[src/rtl/proximity_card_line_coder_defs.vh]
/*
  Constants for the proximity card line coder: protocol and rate codes,
  bit period and subcarrier counts, CRC presets and polynomial, states.
  Assumes one clk cycle stands for one carrier period of the RF field.
*/
`ifndef PROXIMITY_CARD_LINE_CODER_DEFS_VH
`define PROXIMITY_CARD_LINE_CODER_DEFS_VH

// Protocol select and depth codes.
`define PROTO_A        1'h0
`define PROTO_B        1'h1
`define DEPTH_FULL     1'h0
`define DEPTH_TEN      1'h1

// Rate codes: 106, 212, 424, 848 kbit/s.
`define RATE_106       2'h0

// Bit period at 106 kbit/s in carrier periods, halved per rate step.
`define BIT_PERIOD_106 8'h80
// Subcarrier period is 16 carrier periods; bit 3 of the count is its phase.
`define SUBC_PHASE_BIT 3
`define SUBC_QUARTER   8'h04

// CRC: reflected polynomial, presets per protocol.
`define CRC_POLY       16'h8408
`define CRC_PRESET_A   16'h6363
`define CRC_PRESET_B   16'hffff

// Miller symbols.
`define SYM_Y          2'h0
`define SYM_X          2'h1
`define SYM_Z          2'h2

// States.
`define ST_IDLE        2'h0
`define ST_TX          2'h1
`define ST_RX          2'h2

`endif

[src/rtl/proximity_card_line_coder.v]
/*
  Bit-level line coder for a proximity reader/card front end: downlink
  Miller or NRZ keying, card-mode subcarrier coding, uplink Manchester and
  BPSK decoding, and a frame CRC over transmitted data bits.
  Assumes clk is derived from the carrier, one cycle per carrier period,
  and that the host above runs all protocol sequencing.
*/
`timescale 1ns/1ps
`default_nettype none
`include "proximity_card_line_coder_defs.vh"

module proximity_card_line_coder (
  input  wire        clk,
  input  wire        rst,
  input  wire        proto_b,
  input  wire [1:0]  rate,
  input  wire        card_mode,
  input  wire        tx_valid,
  input  wire        tx_data,
  input  wire        tx_par,
  input  wire        tx_last,
  output wire        tx_ready,
  output wire        tx_busy,
  output wire        mod_on,
  output wire        mod_depth,
  input  wire        rx_enable,
  input  wire        rx_in,
  output wire        rx_valid,
  output wire        rx_data,
  output wire [15:0] crc_out
);

  ////////////////////////////////////////////////////////////////////////
  // Helper functions.

  // Bit period in carrier periods for a rate code.
  function [7:0] bit_period;
    input [1:0] r;
    begin
      bit_period = `BIT_PERIOD_106 >> r;
    end
  endfunction

  // One reflected CRC step over a single bit.
  function [15:0] crc_step;
    input [15:0] c;
    input        b;
    begin
      crc_step = (c >> 1) ^ (((c[0] ^ b) == 1'b1) ? `CRC_POLY : 16'h0000);
    end
  endfunction

  ////////////////////////////////////////////////////////////////////////
  // Registers.

  reg  [1:0]  state_r;
  reg         proto_r;
  reg  [1:0]  rate_r;
  reg         card_r;
  reg  [7:0]  cnt_r;
  reg         cur_r;
  reg         prev_r;
  reg         first_r;
  reg         last_r;
  reg  [1:0]  sym_r;
  reg         tx_ready_r;
  reg         tx_busy_r;
  reg         mod_on_r;
  reg         mod_depth_r;
  reg         rx_valid_r;
  reg         rx_data_r;
  reg  [15:0] crc_r;
  reg  [15:0] crc_out_r;
  reg         rx_s1_r;
  reg         rx_s2_r;
  reg         rx_s3_r;
  reg         rx_lvl_r;
  reg         rx_old_r;
  reg  [3:0]  edges_a_r;
  reg  [3:0]  edges_b_r;
  reg         phase_r;
  reg         ref_r;

  wire        idle    = (state_r == `ST_IDLE);
  // frame config latch
  // Inputs steer the first bit only; afterwards the latched copy rules.
  wire        proto_e = idle ? proto_b   : proto_r;
  wire [1:0]  rate_e  = idle ? rate      : rate_r;
  wire        card_e  = idle ? card_mode : card_r;
  wire [7:0]  period  = bit_period(rate_e);
  wire        end_bit = (cnt_r == period - 8'h01);
  wire        take    = tx_valid &
                        ((idle & ~rx_enable) |
                         ((state_r == `ST_TX) & end_bit & ~last_r));
  wire        inv     = card_e & (rate_e != `RATE_106) & tx_par & tx_last;
  wire        bit_in  = tx_data ^ inv;
  wire        rx_edge = rx_lvl_r ^ rx_old_r;
  wire [7:0]  half    = period >> 1;
  // next CRC value
  // A bit taken from idle starts from the preset of the incoming protocol.
  wire [15:0] crc_nxt = crc_step(idle ? ((proto_b == `PROTO_B) ?
                                         `CRC_PRESET_B : `CRC_PRESET_A) :
                                        crc_r, tx_data);

  ////////////////////////////////////////////////////////////////////////
  // Transmit symbol shaping for the bit in flight.

  reg mod_nxt;
  always @* begin
    mod_nxt = 1'b0;
    if (state_r == `ST_TX) begin
      if (card_r) begin
        if (rate_r == `RATE_106) begin
          // Manchester: subcarrier in the first half for a one.
          mod_nxt = cnt_r[`SUBC_PHASE_BIT] &
                    (cur_r ? (cnt_r < half) : (cnt_r >= half));
        end else begin
          // BPSK: a zero flips the subcarrier phase.
          mod_nxt = cnt_r[`SUBC_PHASE_BIT] ^ ~cur_r;
        end
      end else if (proto_r == `PROTO_B) begin
        mod_nxt = ~cur_r;
      end else begin
        case (sym_r)
          `SYM_Z:  mod_nxt = (cnt_r < (half >> 1));
          `SYM_X:  mod_nxt = (cnt_r >= half) &
                             (cnt_r < half + (half >> 1));
          default: mod_nxt = 1'b0;
        endcase
      end
    end
  end

  ////////////////////////////////////////////////////////////////////////
  // Receive input synchroniser; a change counts when stages two and three
  // agree, which also rejects single-cycle glitches on the pin.

  always @(posedge clk) begin
    if (rst) begin
      rx_s1_r  <= 1'b0;
      rx_s2_r  <= 1'b0;
      rx_s3_r  <= 1'b0;
      rx_lvl_r <= 1'b0;
      rx_old_r <= 1'b0;
    end else begin
      rx_s1_r  <= rx_in;
      rx_s2_r  <= rx_s1_r;
      rx_s3_r  <= rx_s2_r;
      rx_lvl_r <= (rx_s2_r == rx_s3_r) ? rx_s3_r : rx_lvl_r;
      rx_old_r <= rx_lvl_r;
    end
  end

  ////////////////////////////////////////////////////////////////////////
  // Frame sequencer, bit timing, CRC and uplink decoding.

  always @(posedge clk) begin
    if (rst) begin
      state_r     <= `ST_IDLE;
      proto_r     <= `PROTO_A;
      rate_r      <= `RATE_106;
      card_r      <= 1'b0;
      cnt_r       <= 8'h00;
      cur_r       <= 1'b0;
      prev_r      <= 1'b0;
      first_r     <= 1'b1;
      last_r      <= 1'b0;
      sym_r       <= `SYM_Y;
      tx_ready_r  <= 1'b0;
      tx_busy_r   <= 1'b0;
      mod_on_r    <= 1'b0;
      mod_depth_r <= `DEPTH_FULL;
      rx_valid_r  <= 1'b0;
      rx_data_r   <= 1'b0;
      crc_r       <= `CRC_PRESET_A;
      crc_out_r   <= `CRC_PRESET_A;
      edges_a_r   <= 4'h0;
      edges_b_r   <= 4'h0;
      phase_r     <= 1'b0;
      ref_r       <= 1'b0;
    end else begin
      tx_ready_r <= take;
      rx_valid_r <= 1'b0;
      mod_on_r   <= mod_nxt;
      cnt_r      <= (idle | end_bit) ? 8'h00 : cnt_r + 8'h01;
      case (state_r)
        `ST_IDLE: begin
          tx_busy_r <= 1'b0;
          if (take | rx_enable) begin
            proto_r <= proto_b;
            rate_r  <= rate;
            card_r  <= card_mode;
            mod_depth_r <= (proto_b == `PROTO_B) ? `DEPTH_TEN : `DEPTH_FULL;
            crc_r <= (proto_b == `PROTO_B) ? `CRC_PRESET_B : `CRC_PRESET_A;
            crc_out_r <= (proto_b == `PROTO_B) ? ~`CRC_PRESET_B
                                               : `CRC_PRESET_A;
            first_r   <= 1'b1;
            edges_a_r <= 4'h0;
            edges_b_r <= 4'h0;
          end
          if (take) begin
            state_r   <= `ST_TX;
            tx_busy_r <= 1'b1;
          end else if (rx_enable) begin
            state_r <= `ST_RX;
          end
        end
        `ST_TX: begin
          if (end_bit & ~take) begin
            // Last bit sent or host underran: the frame ends here.
            state_r   <= `ST_IDLE;
            tx_busy_r <= 1'b0;
          end
        end
        `ST_RX: begin
          // Half-bit activity counts, saturating, for Manchester.
          if (rx_edge & (cnt_r < half) & (edges_a_r != 4'hf))
            edges_a_r <= edges_a_r + 4'h1;
          if (rx_edge & (cnt_r >= half) & (edges_b_r != 4'hf))
            edges_b_r <= edges_b_r + 4'h1;
          // sixteen-carrier subcarrier phase
          // Sample a quarter subcarrier past mid-bit for BPSK phase.
          if (cnt_r == half + `SUBC_QUARTER)
            phase_r <= rx_lvl_r;
          if (end_bit) begin
            edges_a_r <= 4'h0;
            edges_b_r <= 4'h0;
            first_r   <= 1'b0;
            if (~card_r & (proto_r == `PROTO_A) & (rate_r == `RATE_106)) begin
              // Manchester uplink
              // A bit counts only when exactly one half carried subcarrier.
              if ((edges_a_r > 4'h1) != (edges_b_r > 4'h1)) begin
                rx_valid_r <= 1'b1;
                rx_data_r  <= (edges_a_r > 4'h1);
              end
            end else if (first_r) begin
              // BPSK reference phase
              // The first bit sets the phase that decodes as zero.
              ref_r <= phase_r;
            end else begin
              rx_valid_r <= 1'b1;
              rx_data_r  <= phase_r ^ ref_r;
            end
          end
          if (~rx_enable)
            state_r <= `ST_IDLE;
        end
        default: state_r <= `ST_IDLE;
      endcase
      // Load the next downlink bit and its Miller symbol.
      if (take) begin
        cur_r   <= bit_in;
        prev_r  <= bit_in;
        first_r <= 1'b0;
        last_r  <= tx_last;
        sym_r   <= bit_in ? `SYM_X :
                   ((idle | ~prev_r) ? `SYM_Z : `SYM_Y);
        if (~tx_par) begin
          crc_r     <= crc_nxt;
          crc_out_r <= (proto_e == `PROTO_B) ? ~crc_nxt : crc_nxt;
        end
      end
    end
  end

  ////////////////////////////////////////////////////////////////////////
  // Outputs, all from flip-flops. Type B CRC is sent complemented.

  assign tx_ready  = tx_ready_r;
  assign tx_busy   = tx_busy_r;
  assign mod_on    = mod_on_r;
  assign mod_depth = mod_depth_r;
  assign rx_valid  = rx_valid_r;
  assign rx_data   = rx_data_r;
  assign crc_out   = crc_out_r;

endmodule // proximity_card_line_coder

`default_nettype wire

[config.mk]
export PLATFORM = sky130hd
export DESIGN_NAME = proximity_card_line_coder
export DESIGN_NICKNAME = d
export VERILOG_FILES = /design/src/rtl/proximity_card_line_coder.v
export VERILOG_INCLUDE_DIRS = /design/src /design/src/rtl
export SDC_FILE = /design/constraint.sdc
export NUM_CORES = 1
export LEC_CHECK = 0
export BUFFER_PORTS_ARGS = -buffer_cell sky130_fd_sc_hd__buf_2
export CELL_PAD_IN_SITES_DETAIL_PLACEMENT = 0
export CELL_PAD_IN_SITES_GLOBAL_PLACEMENT = 1
export CORE_ASPECT_RATIO = 0.7
export CORE_MARGIN = 4
export CORE_UTILIZATION = 41
export DETAILED_ROUTE_END_ITERATION = 7
export GPL_TIMING_DRIVEN = 1
export PLACE_DENSITY_LB_ADDON = 0.1
export RECOVER_POWER = 100
export SLEW_MARGIN = 20
export SYNTH_ARGS = -nofsm -noshare
export SYNTH_HDL_FRONTEND = slang
export SYNTH_SLANG_ARGS = --single-unit
[constraint.sdc]
create_clock -name clk -period 4 [get_ports clk]
set_clock_uncertainty 0.2 [all_clocks]
set_input_delay 0.2 -clock clk [delete_from_list [all_inputs] [get_ports clk]]
set_output_delay 0.2 -clock clk [all_outputs]
set_load 0.01 [all_outputs]
After elaboration in Yosys (flattened, before gate mapping). Cells that the tools add are included.

RAM bits: 0. Bits in read-only memories: 0. Bits in registers: 72. Word-level logic and storage cells: 163. Output and inout port bits: 22. Memories: 0. Input port bits: 12. Latch bits: 0.

Multiply operators: 0. Bitwise logic cells: 37. Div/mod/pow operators: 0. Equality and inequality tests: 20. $add $sub $neg: 6. Multiplexer cells: 49. Reductions and logical operators: 18. Magnitude comparators: 6. Shifts and indexed selects: 1.

Operator list (count): $mux W16 (12); $mux W4 (5); $mux W1 (18); $and A1 B1 Y1 (16); $eq A8 B8 Y1 (2); $not A16 Y16 (1); $pmux W4 S2 (2); $xor A15 B16 Y16 (1); $mux W15 (1); $mux W2 (7); $reduce_and A3 Y1 (4); $not A1 Y1 (10); $ne A3 B3 Y1 const B (3); $add A4 B1 Y4 const B (2); $add A7 B3 Y8 const B (1); $add A7 B6 Y8 (1); $add A8 B1 Y8 const B (1); $ge A8 B7 Y1 (1); $gt A4 B1 Y1 const B (2); $lt A8 B6 Y1 (1); $lt A8 B7 Y1 (1); $lt A8 B8 Y1 (1); $ne A2 B1 Y1 const B (4); $ne A4 B4 Y1 const B (2); other kinds (20) (38).

Longest topological paths before layout. Gate-level depths: netlist (run 1).

Word-level depth: 14. Depth in mapped cells: 17. Gate-level depth less buffers: 12.

Worst setup path after synthesis (run 1). OpenSTA, ideal clock, no wires.

Path type: reg2reg. From: reg state_r[1]. To: reg crc_out_r[0] (netlist: crc_out[0]). Period minus slack after synthesis: 3714 ps. Cell stages (with the launch flop): 15. Setup slack: 286 ps. Path buffers: 4. Arrival: 3392 ps. Cells stage by stage: dfxtp_1 > clkbuf_1 > or2_2 > clkbuf_1 > clkbuf_1 > nand2_1 > nand2_1 > inv_1 > ha_1 > xor3_1 > or4_4 > buf_6 > nor3_4 > a21oi_2 > a221o_1.

Longest elaborated chain between the ends: 14. Elaborated cells on any way between the ends: 21. Classes of those cells: add/sub (1); eq/ne (2); shift (1); mux (8); bitwise (8); reduce/logical (1).

Ends and longest elaborated chain: from (decl) (line proximity_card_line_coder.v:56) `reg [1:0] state_r;`; from (signal assigned) (line proximity_card_line_coder.v:159) `` state_r <= `ST_IDLE; ``; from (signal assigned) (line proximity_card_line_coder.v:202) `` state_r <= `ST_TX; ``; from (signal assigned) (line proximity_card_line_coder.v:205) `` state_r <= `ST_RX; ``; $logic_not A2 Y1 (line proximity_card_line_coder.v:186) `case (state_r)`; $mux W2 (line proximity_card_line_coder.v:88) `wire [1:0] rate_e = idle ? rate : rate_r;`; $shr A8 B2 Y8 (no source line); $sub A8 B1 Y8 (line proximity_card_line_coder.v:91) `wire end_bit = (cnt_r == period - 8'h01);`; $eq A8 B8 Y1 (line proximity_card_line_coder.v:91); $and A1 B1 Y1 (2 in series) (line proximity_card_line_coder.v:94) `` ((state_r == `ST_TX) & end_bit & ~last_r)); ``; $or A1 B1 Y1 (line proximity_card_line_coder.v:93) `((idle & ~rx_enable) |`; $and A1 B1 Y1 (line proximity_card_line_coder.v:92) `wire take = tx_valid &`; $or A1 B1 Y1 (line proximity_card_line_coder.v:189) `if (take | rx_enable) begin`; $mux W16 (line proximity_card_line_coder.v:189); $mux W16 (line proximity_card_line_coder.v:186); $mux W16 (line proximity_card_line_coder.v:258) `if (~tx_par) begin`; $mux W16 (*) (line proximity_card_line_coder.v:251) `if (take) begin`; to (signal assigned) (line proximity_card_line_coder.v:176) `` crc_out_r <= `CRC_PRESET_A; ``; to (signal assigned) (line proximity_card_line_coder.v:195) `` crc_out_r <= (proto_b == `PROTO_B) ? ~`CRC_PRESET_B ``; to (signal assigned) (line proximity_card_line_coder.v:260) `` crc_out_r <= (proto_e == `PROTO_B) ? ~crc_nxt : crc_nxt; ``; to (decl) (line proximity_card_line_coder.v:73) `reg [15:0] crc_out_r;`.

Every way passes the cells marked *; elsewhere a longest branch is shown, timed or not. A chain may end at the register's enable or synchronous reset.

Worst setup path after layout (run 1).
From: reg state_r[1]. To: reg crc_r[2].

Longest elaborated chain between the ends: 14. Elaborated cells on any way between the ends: 18. Classes of those cells: add/sub (1); eq/ne (2); shift (1); mux (6); bitwise (7); reduce/logical (1).

Ends and longest elaborated chain: $logic_not A2 Y1 (line proximity_card_line_coder.v:186); $mux W2 (line proximity_card_line_coder.v:88); $shr A8 B2 Y8 (no source line); $sub A8 B1 Y8 (line proximity_card_line_coder.v:91); $eq A8 B8 Y1 (line proximity_card_line_coder.v:91); $and A1 B1 Y1 (2 in series) (line proximity_card_line_coder.v:94); $or A1 B1 Y1 (line proximity_card_line_coder.v:93); $and A1 B1 Y1 (line proximity_card_line_coder.v:92); $or A1 B1 Y1 (line proximity_card_line_coder.v:189); $mux W16 (line proximity_card_line_coder.v:189); $mux W16 (line proximity_card_line_coder.v:186); $mux W16 (line proximity_card_line_coder.v:258); $mux W16 (*) (line proximity_card_line_coder.v:251); to (signal assigned) (line proximity_card_line_coder.v:175) `` crc_r <= `CRC_PRESET_A; ``; to (signal assigned) (line proximity_card_line_coder.v:194) `` crc_r <= (proto_b == `PROTO_B) ? `CRC_PRESET_B : `CRC_PRESET_A; ``; to (signal assigned) (line proximity_card_line_coder.v:259) `crc_r <= crc_nxt;`; to (decl) (line proximity_card_line_coder.v:72) `reg [15:0] crc_r;`.

Marks and branches as above.

==> results_dict.tcl, run 1 <==
set metrics [dict create \
    core_area_um2 9110 \
    setup_viol_count_final 0 \
    vias 3200 \
    dp.cells 589 \
    seq_area_um2 1400 \
    crit_start "state_r[1]" \
    start_util_pct 42.2 \
    globalRouteOverflowTotal 0 \
    holdWs_ns 0.0957 \
    hold_viol 0 \
    multi_input_area_um2 2220 \
    port_buffers 33 \
    final.min_clock_period_ns 3.67 \
    r2r-end "crc_r[2]" \
    slew_headroom_pct -20.4 \
    clock_path_buffers 2 \
    rsz0062_at_grt "no" \
    ys_warn_count 0 \
    max_freq_mhz 273 \
    die_w_um 124 \
    cap_violations 1 \
    hold_path_class "input pin to flop" \
    drt_iter0_markers 207 \
    violations "capacitance limit, slew limit" \
    power.density_nw_per_um2 413 \
    fin_nets 523 \
    ioPinCount 34 \
    cp-endpoint "crc_r[2]" \
    postRouteAntennaNets 0 \
    rows 29 \
    status "finished, violations left" \
    cts.reportedPaths.clkPinSlew_ns 0.06 \
    layout-drive-gt1-share_pct 10.2 \
    synth_area_um2 3840 \
    grt.total_usage_pct 18.8 \
    slew_viol_final 40 \
    synth-seq-cells 70 \
    postSynthAreaPerCell_um2 8.60 \
    period_share_pct 91.7 \
    synth-async-reset-ratio_pct 0 \
    p_leak_nw 1.64 \
    drtPass1Iterations 4 \
    viasPerCell 5.23 \
    antenna_found_initial 0 \
    grt_pass1_wl_um 15600 \
    cts_resized 0 \
    root_buffer "clkbuf_16" \
    final-instance-count-excl-fill 612 \
    clkSinkCount 70 \
    tritoncts "built" \
    fillers 910 \
    arrival_ns 3.58 \
    syn-num-nets 487 \
    htree_num_levels 3 \
    setup_tns_ns 0 \
    synth_cells 447 \
    drcViolationCount 0 \
    start_kind "flop" \
    cp.required_ns 3.92 \
    finalWirelength_um 9810 \
    cts_inserted_buffers 9 \
    wire_per_inst_um 16.0 \
    r2r_slack_ns 0.33 \
    gp_congestion 0.911 \
    cp_max_fo 17 \
    worstMarginPinSlew_ns 1.81 \
    clock_latency_ns 0.34 \
    dp_hpwl_um 7100 \
    vdd_drop_max_v 0.000309 \
    r2r_start "state_r[1]" \
    die_h_um 89.0 \
    rr_worst_depth 10 \
    antenna_cells 0 \
    grt_max_degree 40 \
    grt_pass1_vias 2895 \
    synth_ff_type "dfxtp_1" \
    p_total_mw 1.82 \
    synth_cell_types 55 \
    area_growth_syn_to_layout_pct 14.4 \
    dieArea_um2 11000 \
    end_kind "flop" \
    synth_edf_count 0 \
    path_class "flop to flop" \
    ys_seq_area_share_pct 36.4 \
]
## what timing repair did
action                                 in CTS  in global routing
hold buffers                                7                  0
setup endpoints to repair                   0                  0
endpoints found under the hold margin       7                  0
buffers inserted                            0                  0
## report_power, final
group	internal, mW	switching (mW)	total (mW)
clock network	0.497	0.305	0.802
logic	0.0999	0.161	0.261
registers	0.726	0.0283	0.755
## synthesized netlist by cell type, types with 2 or more instances
library cell  instances  share of area [%]
clkbuf_1             12                1.2
buf_2                 2               0.26
or2b_2                2               0.46
a21oi_2               2               0.46
nand3_1              20                2.6
or3_1                 3               0.49
or4_1                 2               0.39
nor2_1               47                4.6
xnor2_1              25                5.7
o31ai_1               2               0.39
a211oi_1              6                1.2
a221oi_1              5                1.1
ha_1                 28                9.1
inv_1                18                1.8
xor2_1               15                3.4
nor2b_1               4               0.65
o2bb2ai_1             2               0.46
or2_2                 6               0.98
nand4_1               2               0.33
and3_1                2               0.33
mux2i_1               4                1.0
clkbuf_8              4                1.4
nand2b_1              5               0.81
buf_6                 3               0.88
a31oi_1               6               0.98
dfxtp_1              70                 36
nand4b_1              2               0.46
a21oi_1              21                2.7
a211o_1               2               0.46
nand2_1              47                4.6
o211ai_1              8                1.6
a221o_1               4                1.0
or4b_2                2               0.52
nor3b_1               2               0.39
nor4b_1               2               0.46
nor3_1               18                2.3
o21ai_0              24                3.1
## critical path, cell delays in order (launching register included)
cell and delay [ns]:
dfxtp_1 0.41, nor2_1 0.24, mux2i_1 0.44, ha_1 0.27, inv_1 0.05, ha_1 0.28
nand2_1 0.09, or4_4 0.63, o31a_2 0.51, nor2_4 0.23, a221oi_1 0.10
## cells by family after synthesis
family	Yosys count	share of synthesized area (%)
xor gates and xnor gates	41	9.73
muxes	4	1.04
and+or+nand+nor	172	21.9
buffers and inverters	40	5.60
DFF	70	36.4
adders and majority gates	28	9.11
AOI/OAI and AO/OA	92	16.1
## per-layer routing
metal  track usage (%)  vias to the layer above  wire length, µm
met5                 0                        -                0
met4              6.23                        0              110
met3              4.87                       10              626
met2              24.4                       77             3790
met1              29.3                     1476             5280
li1                  -                     1637                -
## registers in the layout, indices dropped and copies added, names as in the netlist, 2 cells and up
signal,count
crc_out,16
crc_r,16
state_r,2
edges_a_r,4
rate_r,2
cnt_r,8
edges_b_r,4
sym_r,2
## placed cells by master (no fill, tap or decap), drive strengths merged, types with 5 or more instances in the layout
cell,synthesis,routed
a211oi,6,6
a21oi,23,23
a221oi,5,5
a31oi,6,6
buf,6,14
clkbuf,16,36
dfxtp,70,70
dlygate4sd3,0,7
ha,28,28
inv,18,18
nand2,48,48
nand2b,5,5
nand3,20,20
nor2,48,48
nor3,19,19
o211ai,8,8
o21ai,25,25
or2,6,6
xnor2,25,25
xor2,15,15
## area by class of cell
class | count | share of cell area, %
Clock inverter | 6 | 1.39
Sequential cell | 70 | 31.9
Inverter | 18 | 1.54
Timing Repair Buffer | 47 | 5.66
Clock buffer | 10 | 5.43
Tap cell | 124 | 3.53
Multi-Input combinational cell | 337 | 50.6
## worst min path at each step
stage | start | endpoint | slack [ns] | depth (start not counted)
6_report | tx_valid | proto_r | 0.1 | 5
5_1_grt | tx_valid | proto_r | 0.14 | 5
4_1_cts | tx_valid | proto_r | 0.08 | 5
3_3_place_gp | rx_in | rx_s1_r | 0.22 | 2
3_5_place_dp | rx_in | rx_s1_r | 0.22 | 2
2_1_floorplan | rx_in | rx_s1_r | 0.13 | 1
## per-stage QoR
step	area (µm²)	util, %	setup slack, ns
2_1_floorplan	3840	-	0.286
3_3_place_gp	4070	44.7	0.552
3_5_place_dp	4070	44.7	0.389
4_1_cts	4440	48.8	0.373
5_1_grt	4400	48.3	0.0294
6_report	4400	48.3	0.333
No activity file was read; power rests on OpenSTA's default activity.
==> inputs of run 2 (changes only) <==
--- a/config.mk
+++ b/config.mk
@@ -11,7 +11,7 @@
 export CELL_PAD_IN_SITES_GLOBAL_PLACEMENT = 1
 export CORE_ASPECT_RATIO = 0.7
 export CORE_MARGIN = 4
-export CORE_UTILIZATION = 41
+export CORE_UTILIZATION = 45
 export DETAILED_ROUTE_END_ITERATION = 7
 export GPL_TIMING_DRIVEN = 1
 export PLACE_DENSITY_LB_ADDON = 0.1
==> constraint.sdc (replaced) <==
create_clock -name clk -period 4.7 [get_ports clk]
set_clock_uncertainty 0.2 [all_clocks]
set_input_delay 0.235 -clock clk [delete_from_list [all_inputs] [get_ports clk]]
set_output_delay 0.235 -clock clk [all_outputs]
set_load 0.01 [all_outputs]
==> results_dict.tcl, run 2 (same netlist as run 1, synthesis figures left out) <==
set metrics [dict create \
    grt_max_degree 40 \
    root_buffer "clkbuf_16" \
    end_kind "flop" \
    start_kind "flop" \
    finalWirelength_um 9380 \
    die_w_um 118 \
    vias 3193 \
    drcViolationCount 0 \
    hold_path_class "input pin to flop" \
    status "finished, violations left" \
    drtPass1Iterations 4 \
    die_h_um 85.3 \
    rr_worst_depth 10 \
    hold_start "rx_enable" \
    fin_area_um2 4330 \
    p_leak_nw 1.60 \
    clkSinkCount 70 \
    slowest_stage "or4_1" \
    viasPerCell 5.48 \
    cp_max_fo 19 \
    cts_inserted_buffers 9 \
    cts.reportedPaths.clkPinSlew_ns 0.06 \
    r2r-end "crc_r[2]" \
    power.density_nw_per_um2 356 \
    wire_per_inst_um 16.1 \
    min_to "state_r[1]" \
    layout_common_cells "dfxtp_1, nor2_1, nand2_1" \
    holdWs_ns 0.0385 \
    max_freq_mhz 246 \
    clock_latency_ns 0.33 \
    core_area_um2 8070 \
    antenna_cells 0 \
    vdd_drop_max_v 0.000229 \
    violations "capacitance limit, slew limit" \
    hold_viol 0 \
    final_core_util_pct 53.6 \
    final_common_cell "dfxtp_1" \
    final.min_clock_period_ns 4.07 \
    r2r_slack_ns 0.63 \
    r2r_start "state_r[1]" \
    worstMarginPinSlew_ns 1.82 \
    worst_slack_ns 0.635 \
    setup_viol_count_final 0 \
    fin_nets 517 \
    htree_num_levels 3 \
    drt_iter0_markers 210 \
    area_growth_syn_to_layout_pct 12.5 \
    start_util_pct 47.6 \
    rows 27 \
    cpMostUsedCell "nand2_1" \
    final-instance-count-excl-fill 583 \
    grt_pass1_vias 3016 \
    tritoncts "built" \
    clock_path_buffers 2 \
    cts_resized 0 \
    dp.cells 561 \
    placed_cell_area_um2 4000 \
    setup_tns_ns 0 \
    timing.critical_path.cells "or2_2 > nand2_1 > nand2_1 > inv_1 > ha_1 > xor3_1 > or4_1 > o31a_1 > nor2_4 > a221oi_1" \
    antenna_found_initial 0 \
    path_class "flop to flop" \
    port_buffers 33 \
    period_share_pct 86.5 \
    cap_violations 1 \
    dieArea_um2 10100 \
    grt.total_usage_pct 19.3 \
    slew_viol_final 40 \
    globalRouteOverflowTotal 0 \
    arrival_ns 3.98 \
    cpPeakStageDelay_ns 0.68 \
    layout-drive-gt1-share_pct 9.34 \
    timing.critical_path.buf_inv 1 \
    cpLargestDelayFamily "simple AND/OR/NAND/NOR gates" \
    dp_hpwl_um 6810 \
    ioPinCount 34 \
    cp.required_ns 4.61 \
    grt_pass1_wl_um 15600 \
    slew_headroom_pct -21.4 \
    p_total_mw 1.54 \
    fillers 801 \
    min_path_cells 2 \
    post-place-ws_ns 0.879 \
    gp_congestion 0.875 \
    rsz0062_at_grt "no" \
    postRouteAntennaNets 0 \
]
==> run 2: cell types whose count changed in the layout (fill, tap and decap cells not counted), moves of 2 or more <==
| cell | previous run | this run |
|---|---|---|
| clkbuf_1 | 25 | 23 |
| clkinvlp_4 | 1 | 4 |
| clkinv_2 | 3 | 1 |
| buf_4 | 4 | 2 |
==> run 2: worst max path at each step <==
stage               start  depth (start not counted)            to  slack (ns)
6_report       state_r[1]                         10      crc_r[2]        0.63
5_1_grt        state_r[0]                         10       tx_busy        0.31
4_1_cts        state_r[1]                         12  edges_a_r[3]        0.87
3_5_place_dp   state_r[1]                         12  edges_a_r[3]        0.88
3_3_place_gp   state_r[1]                         11      crc_r[3]        1.07
2_1_floorplan  state_r[1]                         14    crc_out[0]        0.99
==> run 2: what timing repair did <==
item / CTS / global route
setup buffers: 0 / 0
hold buffers: 6 / 0
endpoints found under the hold margin: 6 / 0
==> run 2: cell type report <==
class                           instances  area [µm²]  share of cell area [%]
Tap cell                              101         126                    2.92
Timing Repair Buffer                   41         211                    4.89
Sequential cell                        70        1400                    32.4
Inverter                               18        67.6                    1.56
Clock buffer                            9         225                    5.21
Clock inverter                          7        73.8                    1.71
Multi-Input combinational cell        337        2220                    51.3
==> run 2: power by group <==
part	internal [mW]	total [mW]	switching [mW]
sequential	0.618	0.647	0.0292
combinational	0.0808	0.210	0.129
clock	0.411	0.681	0.270
==> run 2: worst reg2reg max path: cells and delay by family, from the launching register on <==
kind / cells / cell delay, ns
AOI/OAI and AO/OA: 2 / 0.73
xor gates and xnor gates: 1 / 0.41
adders and majority gates: 1 / 0.27
buffers and inverters: 1 / 0.09
DFF: 1 / 0.54
and+or+nand+nor: 5 / 1.61
==> run 2: per-layer routing <==
metal	GRT usage (%)	vias to the layer above	wire, µm	part of all wire (%)
met5	0	-	0	0
met4	4.63	0	112	1.2
met3	5.60	13	521	5.6
met2	25.5	78	3540	38
met1	30.1	1482	5210	56
li1	-	1620	-	-
